[src/hw/fspa_map.svh]
`ifndef FSPA_MAP_SVH
`define FSPA_MAP_SVH
// flash address layout
`define FSPA_ADDR_W 20
`define FSPA_SECT_HI 19
`define FSPA_SECT_LO 13
// autoselect low-address selectors
`define FSPA_SEL_MFR 2'h0
`define FSPA_SEL_DEV 2'h1
`define FSPA_SEL_PROT 2'h2
`define FSPA_SEL_CONT 2'h3
`define FSPA_PROT_YES 8'h01
`define FSPA_PROT_NO 8'h00
// command cycles
`define FSPA_UNLK1_ADDR 20'h00555
`define FSPA_UNLK1_DATA 8'hAA
`define FSPA_UNLK2_ADDR 20'h002AA
`define FSPA_UNLK2_DATA 8'h55
`define FSPA_CMD_AUTOSEL 8'h90
`define FSPA_CMD_RESET 8'hF0
`define FSPA_CMD_PROG 8'hA0
// strobe timing: cycles per bus phase, well above the glitch filter width
`define FSPA_GLITCH_NS 5
`define FSPA_CLK_NS 10
`define FSPA_PHASE_NS 80
`define FSPA_PHASE_CYC ((`FSPA_PHASE_NS + `FSPA_CLK_NS - 1) / `FSPA_CLK_NS)
`define FSPA_SECTORS 19
`endif

[src/hw/fspa_pkg.sv]
package fspa_pkg;
  typedef enum logic [2:0] {
    FSPA_OP_READ,
    FSPA_OP_WRITE,
    FSPA_OP_ID_HV,
    FSPA_OP_ID_CMD,
    FSPA_OP_PROG,
    FSPA_OP_TEMP_ON,
    FSPA_OP_TEMP_OFF,
    FSPA_OP_RESET
  } fspa_op_t;
endpackage : fspa_pkg

[src/hw/fspa_host.sv]
`timescale 1ns/1ps
`include "fspa_map.svh"
module fspa_host
  import fspa_pkg::*;
#(
  parameter int PHASE_CYC = `FSPA_PHASE_CYC
) (
  input wire logic clk_i,
  input wire logic sys_rst_i,
  input wire logic req_valid_i,
  input wire fspa_op_t req_op_i,
  input wire logic [`FSPA_ADDR_W-1:0] req_addr_i,
  input wire logic [7:0] req_data_i,
  output logic req_ready_o,
  output logic rsp_valid_o,
  output logic [7:0] rsp_data_o,
  output logic [4:0] rsp_sector_o,
  output logic rsp_prot_o,
  output logic [`FSPA_ADDR_W-1:0] flash_addr_o,
  output logic flash_ce_n_o,
  output logic flash_oe_n_o,
  output logic flash_we_n_o,
  output logic [7:0] flash_dq_o,
  output logic flash_dq_oe_n_o,
  input wire logic [7:0] flash_dq_i,
  output logic flash_a9_hv_o,
  output logic flash_rst_hv_o,
  output logic flash_rst_n_o
);
  typedef enum logic [2:0] {
    FSPA_S_IDLE, FSPA_S_SETUP, FSPA_S_STROBE, FSPA_S_HOLD, FSPA_S_DONE
  } fspa_state_t;

  typedef struct packed {
    fspa_state_t st;
    logic [7:0] cnt;
    logic [2:0] step;
    logic [2:0] nsteps;
    fspa_op_t op;
    logic is_read;
    logic [`FSPA_ADDR_W-1:0] addr;
    logic [7:0] data;
    logic ready;
    logic rvalid;
    logic [7:0] rdata;
    logic [4:0] rsect;
    logic rprot;
    logic ce_n;
    logic oe_n;
    logic we_n;
    logic dq_oe_n;
    logic a9_hv;
    logic rst_hv;
    logic [`FSPA_ADDR_W-1:0] bus_addr;
    logic [7:0] bus_dq;
    logic rst_n;
  } fspa_host_t;

  fspa_host_t s_reg, s_next;
  logic [4:0] sector;
  logic [`FSPA_ADDR_W-1:0] cyc_addr;
  logic [7:0] cyc_data;
  logic cyc_read;

  fspa_sector_dec u_dec (
    .upper_i(s_reg.addr[`FSPA_SECT_HI:`FSPA_SECT_LO]),
    .sector_o(sector)
  );

  // per-step bus cycle of each sequence; unlock cycles precede program and command autoselect
  always_comb begin
    cyc_addr = s_reg.addr;
    cyc_data = s_reg.data;
    cyc_read = 1'b0;
    case (s_reg.op)
      FSPA_OP_READ, FSPA_OP_ID_HV: cyc_read = 1'b1;
      FSPA_OP_RESET: cyc_data = `FSPA_CMD_RESET;
      FSPA_OP_ID_CMD, FSPA_OP_PROG: begin
        case (s_reg.step)
          3'h0: begin
            cyc_addr = `FSPA_UNLK1_ADDR;
            cyc_data = `FSPA_UNLK1_DATA;
          end
          3'h1: begin
            cyc_addr = `FSPA_UNLK2_ADDR;
            cyc_data = `FSPA_UNLK2_DATA;
          end
          3'h2: begin
            cyc_addr = `FSPA_UNLK1_ADDR;
            cyc_data = (s_reg.op == FSPA_OP_PROG) ? `FSPA_CMD_PROG : `FSPA_CMD_AUTOSEL;
          end
          3'h3: begin
            cyc_read = (s_reg.op == FSPA_OP_ID_CMD);
          end
          3'h4: cyc_data = `FSPA_CMD_RESET;
          default: cyc_read = 1'b0;
        endcase
      end
      default: cyc_read = 1'b0;
    endcase
  end

  always_comb begin
    s_next = s_reg;
    s_next.rvalid = 1'b0;
    // flash reset pin follows the system reset so the flash also starts in array read
    s_next.rst_n = 1'b1;
    case (s_reg.st)
      FSPA_S_IDLE: begin
        s_next.ready = 1'b1;
        if (req_valid_i && s_reg.ready) begin
          s_next.ready = 1'b0;
          s_next.op = req_op_i;
          s_next.addr = req_addr_i;
          s_next.data = req_data_i;
          s_next.step = 3'h0;
          s_next.cnt = 8'h0;
          case (req_op_i)
            FSPA_OP_TEMP_ON: begin
              s_next.rst_hv = 1'b1;
              s_next.st = FSPA_S_DONE;
            end
            FSPA_OP_TEMP_OFF: begin
              s_next.rst_hv = 1'b0;
              s_next.st = FSPA_S_DONE;
            end
            FSPA_OP_ID_HV: begin
              s_next.a9_hv = 1'b1;
              s_next.addr[6] = 1'b0;
              s_next.nsteps = 3'h1;
              s_next.st = FSPA_S_SETUP;
            end
            FSPA_OP_ID_CMD: begin
              s_next.nsteps = 3'h5;
              s_next.st = FSPA_S_SETUP;
            end
            FSPA_OP_PROG: begin
              s_next.nsteps = 3'h4;
              s_next.st = FSPA_S_SETUP;
            end
            default: begin
              s_next.nsteps = 3'h1;
              s_next.st = FSPA_S_SETUP;
            end
          endcase
        end
      end
      FSPA_S_SETUP: begin
        // address and data settle with ce_n low and oe_n/we_n still high before the cycle opens
        s_next.is_read = cyc_read;
        s_next.bus_addr = cyc_addr;
        s_next.bus_dq = cyc_data;
        s_next.ce_n = 1'b0;
        s_next.dq_oe_n = cyc_read;
        s_next.cnt = s_reg.cnt + 8'h1;
        if (s_reg.cnt == 8'(PHASE_CYC - 1)) begin
          s_next.cnt = 8'h0;
          s_next.oe_n = ~cyc_read;
          s_next.we_n = cyc_read;
          s_next.st = FSPA_S_STROBE;
        end
      end
      FSPA_S_STROBE: begin
        // strobes held a full phase, far beyond the glitch filter
        s_next.cnt = s_reg.cnt + 8'h1;
        if (s_reg.cnt == 8'(PHASE_CYC - 1)) begin
          s_next.cnt = 8'h0;
          if (s_reg.is_read) begin
            s_next.rdata = flash_dq_i;
            s_next.rprot = (s_reg.addr[1:0] == `FSPA_SEL_PROT) && (flash_dq_i == `FSPA_PROT_YES);
          end
          s_next.oe_n = 1'b1;
          s_next.we_n = 1'b1;
          s_next.st = FSPA_S_HOLD;
        end
      end
      FSPA_S_HOLD: begin
        s_next.ce_n = 1'b1;
        s_next.dq_oe_n = 1'b1;
        s_next.cnt = s_reg.cnt + 8'h1;
        if (s_reg.cnt == 8'(PHASE_CYC - 1)) begin
          s_next.cnt = 8'h0;
          s_next.step = s_reg.step + 3'h1;
          s_next.st = (s_reg.step + 3'h1 == s_reg.nsteps) ? FSPA_S_DONE : FSPA_S_SETUP;
        end
      end
      FSPA_S_DONE: begin
        s_next.a9_hv = 1'b0;
        s_next.rvalid = 1'b1;
        s_next.rsect = sector;
        s_next.ready = 1'b1;
        s_next.st = FSPA_S_IDLE;
      end
      default: s_next.st = FSPA_S_IDLE;
    endcase
  end

  always_ff @(posedge clk_i) begin
    if (sys_rst_i) begin
      // strobes idle high from reset so no write is seen at power-up
      s_reg <= '0;
      s_reg.st <= FSPA_S_IDLE;
      s_reg.op <= FSPA_OP_READ;
      s_reg.ce_n <= 1'b1;
      s_reg.oe_n <= 1'b1;
      s_reg.we_n <= 1'b1;
      s_reg.dq_oe_n <= 1'b1;
    end else begin
      s_reg <= s_next;
    end
  end

  assign req_ready_o = s_reg.ready;
  assign rsp_valid_o = s_reg.rvalid;
  assign rsp_data_o = s_reg.rdata;
  assign rsp_sector_o = s_reg.rsect;
  assign rsp_prot_o = s_reg.rprot;
  assign flash_addr_o = s_reg.bus_addr;
  assign flash_ce_n_o = s_reg.ce_n;
  assign flash_oe_n_o = s_reg.oe_n;
  assign flash_we_n_o = s_reg.we_n;
  assign flash_dq_o = s_reg.bus_dq;
  assign flash_dq_oe_n_o = s_reg.dq_oe_n;
  assign flash_a9_hv_o = s_reg.a9_hv;
  assign flash_rst_hv_o = s_reg.rst_hv;
  assign flash_rst_n_o = s_reg.rst_n;

  a_write_gate: assert property (@(posedge clk_i) disable iff (sys_rst_i)
    !flash_we_n_o |-> (!flash_ce_n_o && flash_oe_n_o))
    else $error("write strobe without chip enable or with output enable");
  a_strobe_width: assert property (@(posedge clk_i) disable iff (sys_rst_i)
    $fell(flash_we_n_o) |-> !flash_we_n_o [*2])
    else $error("write strobe too short");
  a_idle_strobes: assert property (@(posedge clk_i) disable iff (sys_rst_i)
    $past(sys_rst_i) |-> (flash_we_n_o && flash_ce_n_o))
    else $error("strobes active right after reset");
  a_id_a6_low: assert property (@(posedge clk_i) disable iff (sys_rst_i)
    (flash_a9_hv_o && !flash_oe_n_o) |-> !flash_addr_o[6])
    else $error("id read with a6 high");
  a_temp_hold: assert property (@(posedge clk_i) disable iff (sys_rst_i)
    (s_reg.st != FSPA_S_IDLE && $past(s_reg.st) != FSPA_S_IDLE) |-> $stable(flash_rst_hv_o))
    else $error("reset detect changed mid operation");
  a_prot_flag: assert property (@(posedge clk_i) disable iff (sys_rst_i)
    rsp_valid_o && rsp_prot_o |-> rsp_data_o == `FSPA_PROT_YES)
    else $error("protect flag without 01h");
  a_resp_pulse: assert property (@(posedge clk_i) disable iff (sys_rst_i)
    rsp_valid_o |-> req_ready_o ##1 !rsp_valid_o)
    else $error("response not a single pulse");
  a_dq_drive: assert property (@(posedge clk_i) disable iff (sys_rst_i)
    !flash_oe_n_o |-> flash_dq_oe_n_o)
    else $error("host drives data during a read");
  // no sector-unprotect cycle is ever issued, so protecting all sectors first stays with the user
  a_no_unprot: assert property (@(posedge clk_i) disable iff (sys_rst_i)
    (flash_rst_hv_o && !flash_we_n_o) |-> !flash_a9_hv_o)
    else $error("sector unprotect cycle issued");
endmodule : fspa_host

[src/hw/fspa_sector_dec.sv]
`timescale 1ns/1ps
`include "fspa_map.svh"
// bottom-boot sector map: 16K, 8K, 8K, 32K, then fifteen 64K sectors
module fspa_sector_dec (
  input wire logic [6:0] upper_i,
  output logic [4:0] sector_o
);
  always_comb begin
    if (upper_i[6:3] != 4'h0) begin
      sector_o = 5'(upper_i[6:3]) + 5'h3;
    end else if (upper_i[2]) begin
      sector_o = 5'h3;
    end else if (upper_i[1]) begin
      sector_o = upper_i[0] ? 5'h2 : 5'h1;
    end else begin
      sector_o = 5'h0;
    end
  end
endmodule : fspa_sector_dec

[config.mk]
export PLATFORM = sky130hd
export DESIGN_NAME = fspa_host
export DESIGN_NICKNAME = d
export VERILOG_FILES = /design/src/hw/fspa_pkg.sv /design/src/hw/fspa_host.sv /design/src/hw/fspa_sector_dec.sv
export VERILOG_INCLUDE_DIRS = /design/src /design/src/hw
export SDC_FILE = /design/constraint.sdc
export NUM_CORES = 1
export LEC_CHECK = 0
export BUFFER_PORTS_ARGS = -buffer_cell sky130_fd_sc_hd__buf_4
export CORE_UTILIZATION = 50
export DETAILED_ROUTE_END_ITERATION = 7
export GPL_ROUTABILITY_DRIVEN = 0
export GPL_TIMING_DRIVEN = 0
export PLACE_DENSITY = 0.82
export SYNTH_ARGS = -nofsm -noshare
export SYNTH_HDL_FRONTEND = slang
export SYNTH_SLANG_ARGS = --single-unit
[constraint.sdc]
create_clock -name clk_i -period 4.15 [get_ports clk_i]
set_clock_uncertainty 0.15 [all_clocks]
set_input_delay 0.6225 -clock clk_i [delete_from_list [all_inputs] [get_ports clk_i]]
set_output_delay 0.6225 -clock clk_i [all_outputs]
set_load 0.01 [all_outputs]
==> impl_metrics.tcl, run 1 <==
set metrics [dict create \
    die_x_um 96.9 \
    cts-resized-gates 0 \
    crit_type "reg -> reg" \
    ys_seq_elements 99 \
    grt_pass1_wl_mm 18.0 \
    syn_nets 593 \
    synthDistinctLibCells 59 \
    track_usage 0.235 \
    slew_headroom 0.583 \
    setup_violations 0 \
    min_period_ps 2150 \
    rsz0062_at_grt "no" \
    critPathLaunch "s_reg[86]" \
    drt-total-wl_mm 10.8 \
    worstSetupStartpointType "register" \
    outcome "complete, no violations" \
    dr.pass1.iters 5 \
    synthArstFlopShare 0 \
    clock_sinks 99 \
    utilization 0.633 \
    dpl_cell_area_um2 5330 \
    port_buffers 92 \
    post_drt_wl_per_cell_um 14.3 \
    synth_flop_cell "dfxtp_1" \
    crit_family "compound AO/OA/AOI/OAI gates" \
    hold_buffers 0 \
    nets 696 \
    antenna_found_initial 0 \
    cp-end-kind "register" \
    post-route-period-util 0.517 \
    drc 0 \
    max_stage_delay_ps 570 \
    fp.coreArea_um2 8720 \
    yosysWarningCount 0 \
    final.setup.tns_ps 0 \
    cp_slowest_cell "dfxtp_1" \
    design_area_um2 5520 \
    rows 34 \
    cts_max_level 3 \
    setup_slack_ps 2000 \
    worst_pin_slew_ps 620 \
    dpl.cell_count 744 \
    synthCells 544 \
    postSynthAreaPerCell_um2 8.27 \
    gr-total-overflow 0 \
    syn_to_final_growth_pct 22.7 \
    n_antenna_cell 0 \
    p_per_area_nw_per_um2 342 \
    ff2ff_setup_slack_ps 2000 \
    syn_area_um2 4500 \
    antenna_left 0 \
    cts_buffers 9 \
    fin_cells 760 \
    fillCellCount 779 \
    r2r_start "s_reg[86]" \
    crit_fanout 8 \
    path_cells "inv_1 -> ha_1 -> clkbuf_1 -> o311ai_1 -> nand3_1 -> a31oi_1" \
    root_buffer "clkbuf_8" \
    drv_slew 0 \
    viasPerCell 5.39 \
    post-place-ws_ps 1960 \
    grt_pass1_vias 3868 \
    post-cts-setup-buffer-count 0 \
    dr.first_iter.drc_count 220 \
    seq_area_frac_synth 0.440 \
    drive_gt1_frac 0.261 \
    multi_input_area_um2 2010 \
    die_area_um2 9380 \
    worstPathArrival_ps 2290 \
    worst-path-buf-inv 2 \
    vias 4098 \
    min_path_type "reg -> reg" \
    insertion_delay_ps 370 \
    dp_hpwl_mm 7.99 \
    clockBufferDepth 2 \
    peakVddDrop_v 0.000186 \
    start_util 0.516 \
    synth_edf_count 0 \
    largest_register_ffs 48 \
    leakagePower_nw 2.22 \
    timing.fmax_mhz 466 \
    cts_tree "yes" \
    final_hold_viol_count 0 \
    die_height_um 96.9 \
    worstPathRequired_ps 4300 \
    drv_cap 0 \
    grt_max_degree 17 \
    regArea_um2 1980 \
    clkTransAtPathRegs_ps 90 \
    worstHoldStart "rsp_data_o[4]" \
    pin_count 93 \
]
## Yosys cell counts (all sizes together), types with 3 or more instances
library cell	instances	share of area
nor3	8	0.011
nor2b	4	0.0056
nor2	18	0.015
nand2b	4	0.0056
nor4	4	0.0056
nand4	4	0.0056
o211ai	4	0.0067
clkbuf	17	0.014
dfxtp	99	0.44
nand3b	6	0.010
a21oi	79	0.088
a31oi	11	0.015
o21ai	27	0.030
nor3b	3	0.0050
nand2	109	0.091
a211oi	3	0.0089
buf	57	0.089
ha	7	0.019
xnor2	7	0.014
and2	3	0.0042
nand3	11	0.012
xor2	3	0.0058
a22o	9	0.018
o22ai	3	0.0042
nor4bb	3	0.0067
inv	11	0.0092
## cell families (layout without fill, tap and decap cells)
family	Yosys count	after routing	share of synthesized area
buffers and inverters	85	193	0.112
multiplexers	1	1	0.00222
XOR/XNOR	10	10	0.0195
AO/OA/AOI/OAI	153	153	0.208
AND/OR/NAND/NOR	189	189	0.198
flip-flops	99	99	0.440
adder cells (fa/ha/maj)	7	7	0.0195
## final timing paths
| check | to | cells after the start |
|---|---|---|
| worst max-delay path | flash_dq_o[0] | 6 |
| worst min-delay path | rsp_data_o[4] | 2 |
| worst max register to register | flash_dq_o[0] | 6 |
| worst min register to register | rsp_data_o[4] | 2 |
## per-stage QoR
step / hold slack [ps] / power [mW]
after global placement: 290 / 1.28
after detailed placement: 296 / 1.29
after floorplan: 281 / 1.18
after CTS: 309 / 1.89
final: 306 / 1.89
after global routing: 330 / 1.97
## layout by cell type, fill, tap and decap left out, types with 10 or more instances in the layout
master / n
clkbuf_1: 18
nor2_1: 18
nand2_1: 109
buf_4: 134
o21ai_0: 19
inv_1: 11
nand3_1: 11
a21oi_1: 79
buf_2: 10
dfxtp_1: 99
a31oi_1: 11
## layer usage
metal	routed length (µm)	track usage	part of all wire	vias up
met1	4800	0.304	0.44	1886
met5	0	0	0	-
li1	-	-	-	2048
met3	651	0.0506	0.060	19
met4	187	0.0815	0.017	0
met2	5200	0.385	0.48	145
## tightest hold or removal path, stage by stage (launching register included)
cell     delay, ps
dfxtp_1        320
nand2_1         50
a21oi_1         50
## layout make-up
type	instances	share of cell area
inverters	11	0.00748
clock buffers	10	0.0231
flip-flops and latches	99	0.359
clock inverters	6	0.0120
plain buffers	74	0.0839
well taps	108	0.0245
multi-input cells	360	0.365
repair buffers	92	0.125
## power by group
group / internal, mW / total (mW) / switching, mW / leakage [nW]
sequential: 0.988 / 1.01 / 0.0267 / 0.804
combinational: 0.122 / 0.256 / 0.133 / 1.33
clock: 0.279 / 0.615 / 0.337 / 0.0885
No activity file was read; power rests on OpenSTA's default activity.
==> run 2: changes to the inputs <==
--- a/config.mk
+++ b/config.mk
@@ -7,11 +7,11 @@
 export NUM_CORES = 1
 export LEC_CHECK = 0
 export BUFFER_PORTS_ARGS = -buffer_cell sky130_fd_sc_hd__buf_4
-export CORE_UTILIZATION = 50
+export CORE_UTILIZATION = 49
 export DETAILED_ROUTE_END_ITERATION = 7
 export GPL_ROUTABILITY_DRIVEN = 0
 export GPL_TIMING_DRIVEN = 0
-export PLACE_DENSITY = 0.82
+export PLACE_DENSITY = 0.83
 export SYNTH_ARGS = -nofsm -noshare
 export SYNTH_HDL_FRONTEND = slang
 export SYNTH_SLANG_ARGS = --single-unit
==> constraint.sdc (replaced) <==
create_clock -name clk_i -period 1.8 [get_ports clk_i]
set_clock_uncertainty 0.15 [all_clocks]
set_input_delay 0.27 -clock clk_i [delete_from_list [all_inputs] [get_ports clk_i]]
set_output_delay 0.27 -clock clk_i [all_outputs]
set_load 0.01 [all_outputs]
==> run 2 against run 1 <==
The run now ends with DRC left. Clock power up 110%. Non-clock buffer count up 26. Combinational power rose to 2.5 times the previous value. Hold slack worse by 310 ps. Highest routed layer unchanged. Design area up 7.2%. Sequential power up 130%. Clock-buffer cell count unchanged. Sequential cell count unchanged.
==> impl_metrics.tcl, run 2 (synthesized netlist as in run 1, its figures left out) <==
set metrics [dict create \
    outcome "finished with violations" \
    failed_checks "DRC" \
    ff2ff_setup_slack_ps 40 \
    pin_count 93 \
    cts_buffers 9 \
    dr.first_iter.drc_count 268 \
    pwr-share-clk 0.301 \
    syn_to_final_growth_pct 31.5 \
    swShare 0.277 \
    drc 8 \
    final.setup.tns_ps 0 \
    dpl.cell_count 744 \
    antenna_found_initial 0 \
    start_util 0.511 \
    antenna_left 0 \
    rsz0062_at_grt "yes" \
    p_int_mw 3.10 \
    n_antenna_cell 0 \
    dr.pass1.iters 8 \
    min_path_type "in -> reg" \
    timing.fmax_mhz 568 \
    worstPathRequired_ps 1910 \
    post_drt_wl_per_cell_um 15.2 \
    drv_slew 0 \
    design_area_um2 5920 \
    crit_end "flash_addr_o[10]" \
    fillCellCount 712 \
    combPwrFrac 0.152 \
    drt-total-wl_mm 12.0 \
    crit_type "reg -> reg" \
    cp-end-kind "register" \
    clockBufferDepth 2 \
    slew_headroom 0.573 \
    rows 34 \
    switchingPower_mw 1.19 \
    worst_pin_slew_ps 640 \
    seqPwrFrac 0.548 \
    multi_input_area_um2 2120 \
    grt_max_degree 17 \
    post-place-ws_ps -188 \
    crit_fanout 10 \
    clock_sinks 99 \
    grt_pass1_wl_mm 19.0 \
    insertion_delay_ps 370 \
    post-route-period-util 0.978 \
    r2r_start "s_reg[80]" \
    dp_hpwl_mm 8.20 \
    final_hold_viol_count 0 \
    fin_cells 786 \
    setup_violations 0 \
    regArea_um2 2010 \
    rr_worst_depth 6 \
    nets 722 \
    r2r-end "flash_addr_o[10]" \
    die_area_um2 9570 \
    p_per_area_nw_per_um2 725 \
    dpl_cell_area_um2 5330 \
    die_height_um 97.8 \
    final_common_cell "buf_4" \
    viasPerCell 5.49 \
    critPathLaunch "s_reg[80]" \
    track_usage 0.249 \
    worstPathArrival_ps 1870 \
    leakagePower_nw 2.38 \
    min_period_ps 1760 \
    layout_common_cells "149 x buf_4, 108 x nand2_1, 90 x dfxtp_1" \
    grt_pass1_vias 4125 \
    vias 4318 \
    port_buffers 92 \
    peakVddDrop_v 0.000341 \
    die_x_um 97.8 \
    worstSetupStartpointType "register" \
    fp.coreArea_um2 8810 \
    cts_tree "yes" \
    gr-total-overflow 0 \
    cts_max_level 3 \
    root_buffer "clkbuf_8" \
    largest_register_ffs 48 \
    drive_gt1_frac 0.322 \
    clkTransAtPathRegs_ps 100 \
    drv_cap 0 \
    setup_slack_ps 39.0 \
]
==> run 2: cell types whose count changed in the layout (fill, tap and decap cells not counted), moves of 4 or more <==
cell	change
dlygate4sd3_1	+20
buf_4	+15
dfxtp_1	-9
buf_2	-7
clkbuf_1	-7
dfxtp_4	+6
clkbuf_2	+5
ha_1	-5
clkbuf_4	+4
==> run 2: how the worst min path moves through the flow <==
stage | from | to | slack, ps | depth (start not counted)
5_1_grt | req_addr_i[7] | s_reg[66] | 1 | 3
3_3_place_gp | rsp_data_o[5] | rsp_data_o[5] | 290 | 2
4_1_cts | req_data_i[2] | s_reg[53] | 3 | 3
6_report | req_data_i[4] | s_reg[55] | 1 | 3
2_1_floorplan | req_op_i[2] | s_reg[83] | 210 | 1
3_5_place_dp | rsp_data_o[4] | rsp_data_o[4] | 300 | 2
==> run 2: timing repair <==
action,in CTS,in global routing
hold buffers,20,0
buffers inserted,3,8
endpoints found under the hold margin,21,0
pin swaps,13,11
gates resized for setup,24,45
setup endpoints to repair,76,85
==> run 2: per-stage QoR <==
stage | util | hold slack, ps | total power, mW
3_3_place_gp | 0.605 | 289 | 2.96
4_1_cts | 0.654 | 2.65 | 4.28
5_1_grt | 0.672 | 1.21 | 4.47
3_5_place_dp | 0.605 | 296 | 2.98
6_report | 0.672 | 0.979 | 4.29
2_1_floorplan | - | 210 | 2.73
==> run 2: metal layers <==
layer | global-route usage | routed length (µm) | vias to the layer above
li1 | - | - | 2102
met1 | 0.308 | 5000 | 2013
met2 | 0.417 | 5870 | 160
met3 | 0.0365 | 647 | 43
met4 | 0.134 | 464 | 0
met5 | 0 | 0 | -
==> run 2: power by group through the flow <==
stage / Sequential [mW] / Combinational, mW / Clock (mW)
2_1_floorplan: 2.37 / 0.357 / 0
3_3_place_gp: 2.39 / 0.573 / 0
3_5_place_dp: 2.39 / 0.591 / 0
4_1_cts: 2.35 / 0.631 / 1.30
5_1_grt: 2.36 / 0.708 / 1.40
6_report: 2.35 / 0.650 / 1.29
==> run 2: cell type report <==
type                       instances  share of cell area
clock inverter                     6             0.00698
tap                              108              0.0228
buffer                            69              0.0785
sequential                        99               0.339
timing repair buffer             123               0.165
clock buffer                      10              0.0216
multi-input combinational        360               0.359
inverter                          11             0.00761
==> run 2: worst max-delay path: stages, from the launching register on <==
cell	delay, ps
dfxtp_4	380
buf_4	140
nor3b_2	270
o211ai_1	220
buf_2	240
a21oi_1	170
a21oi_1	90
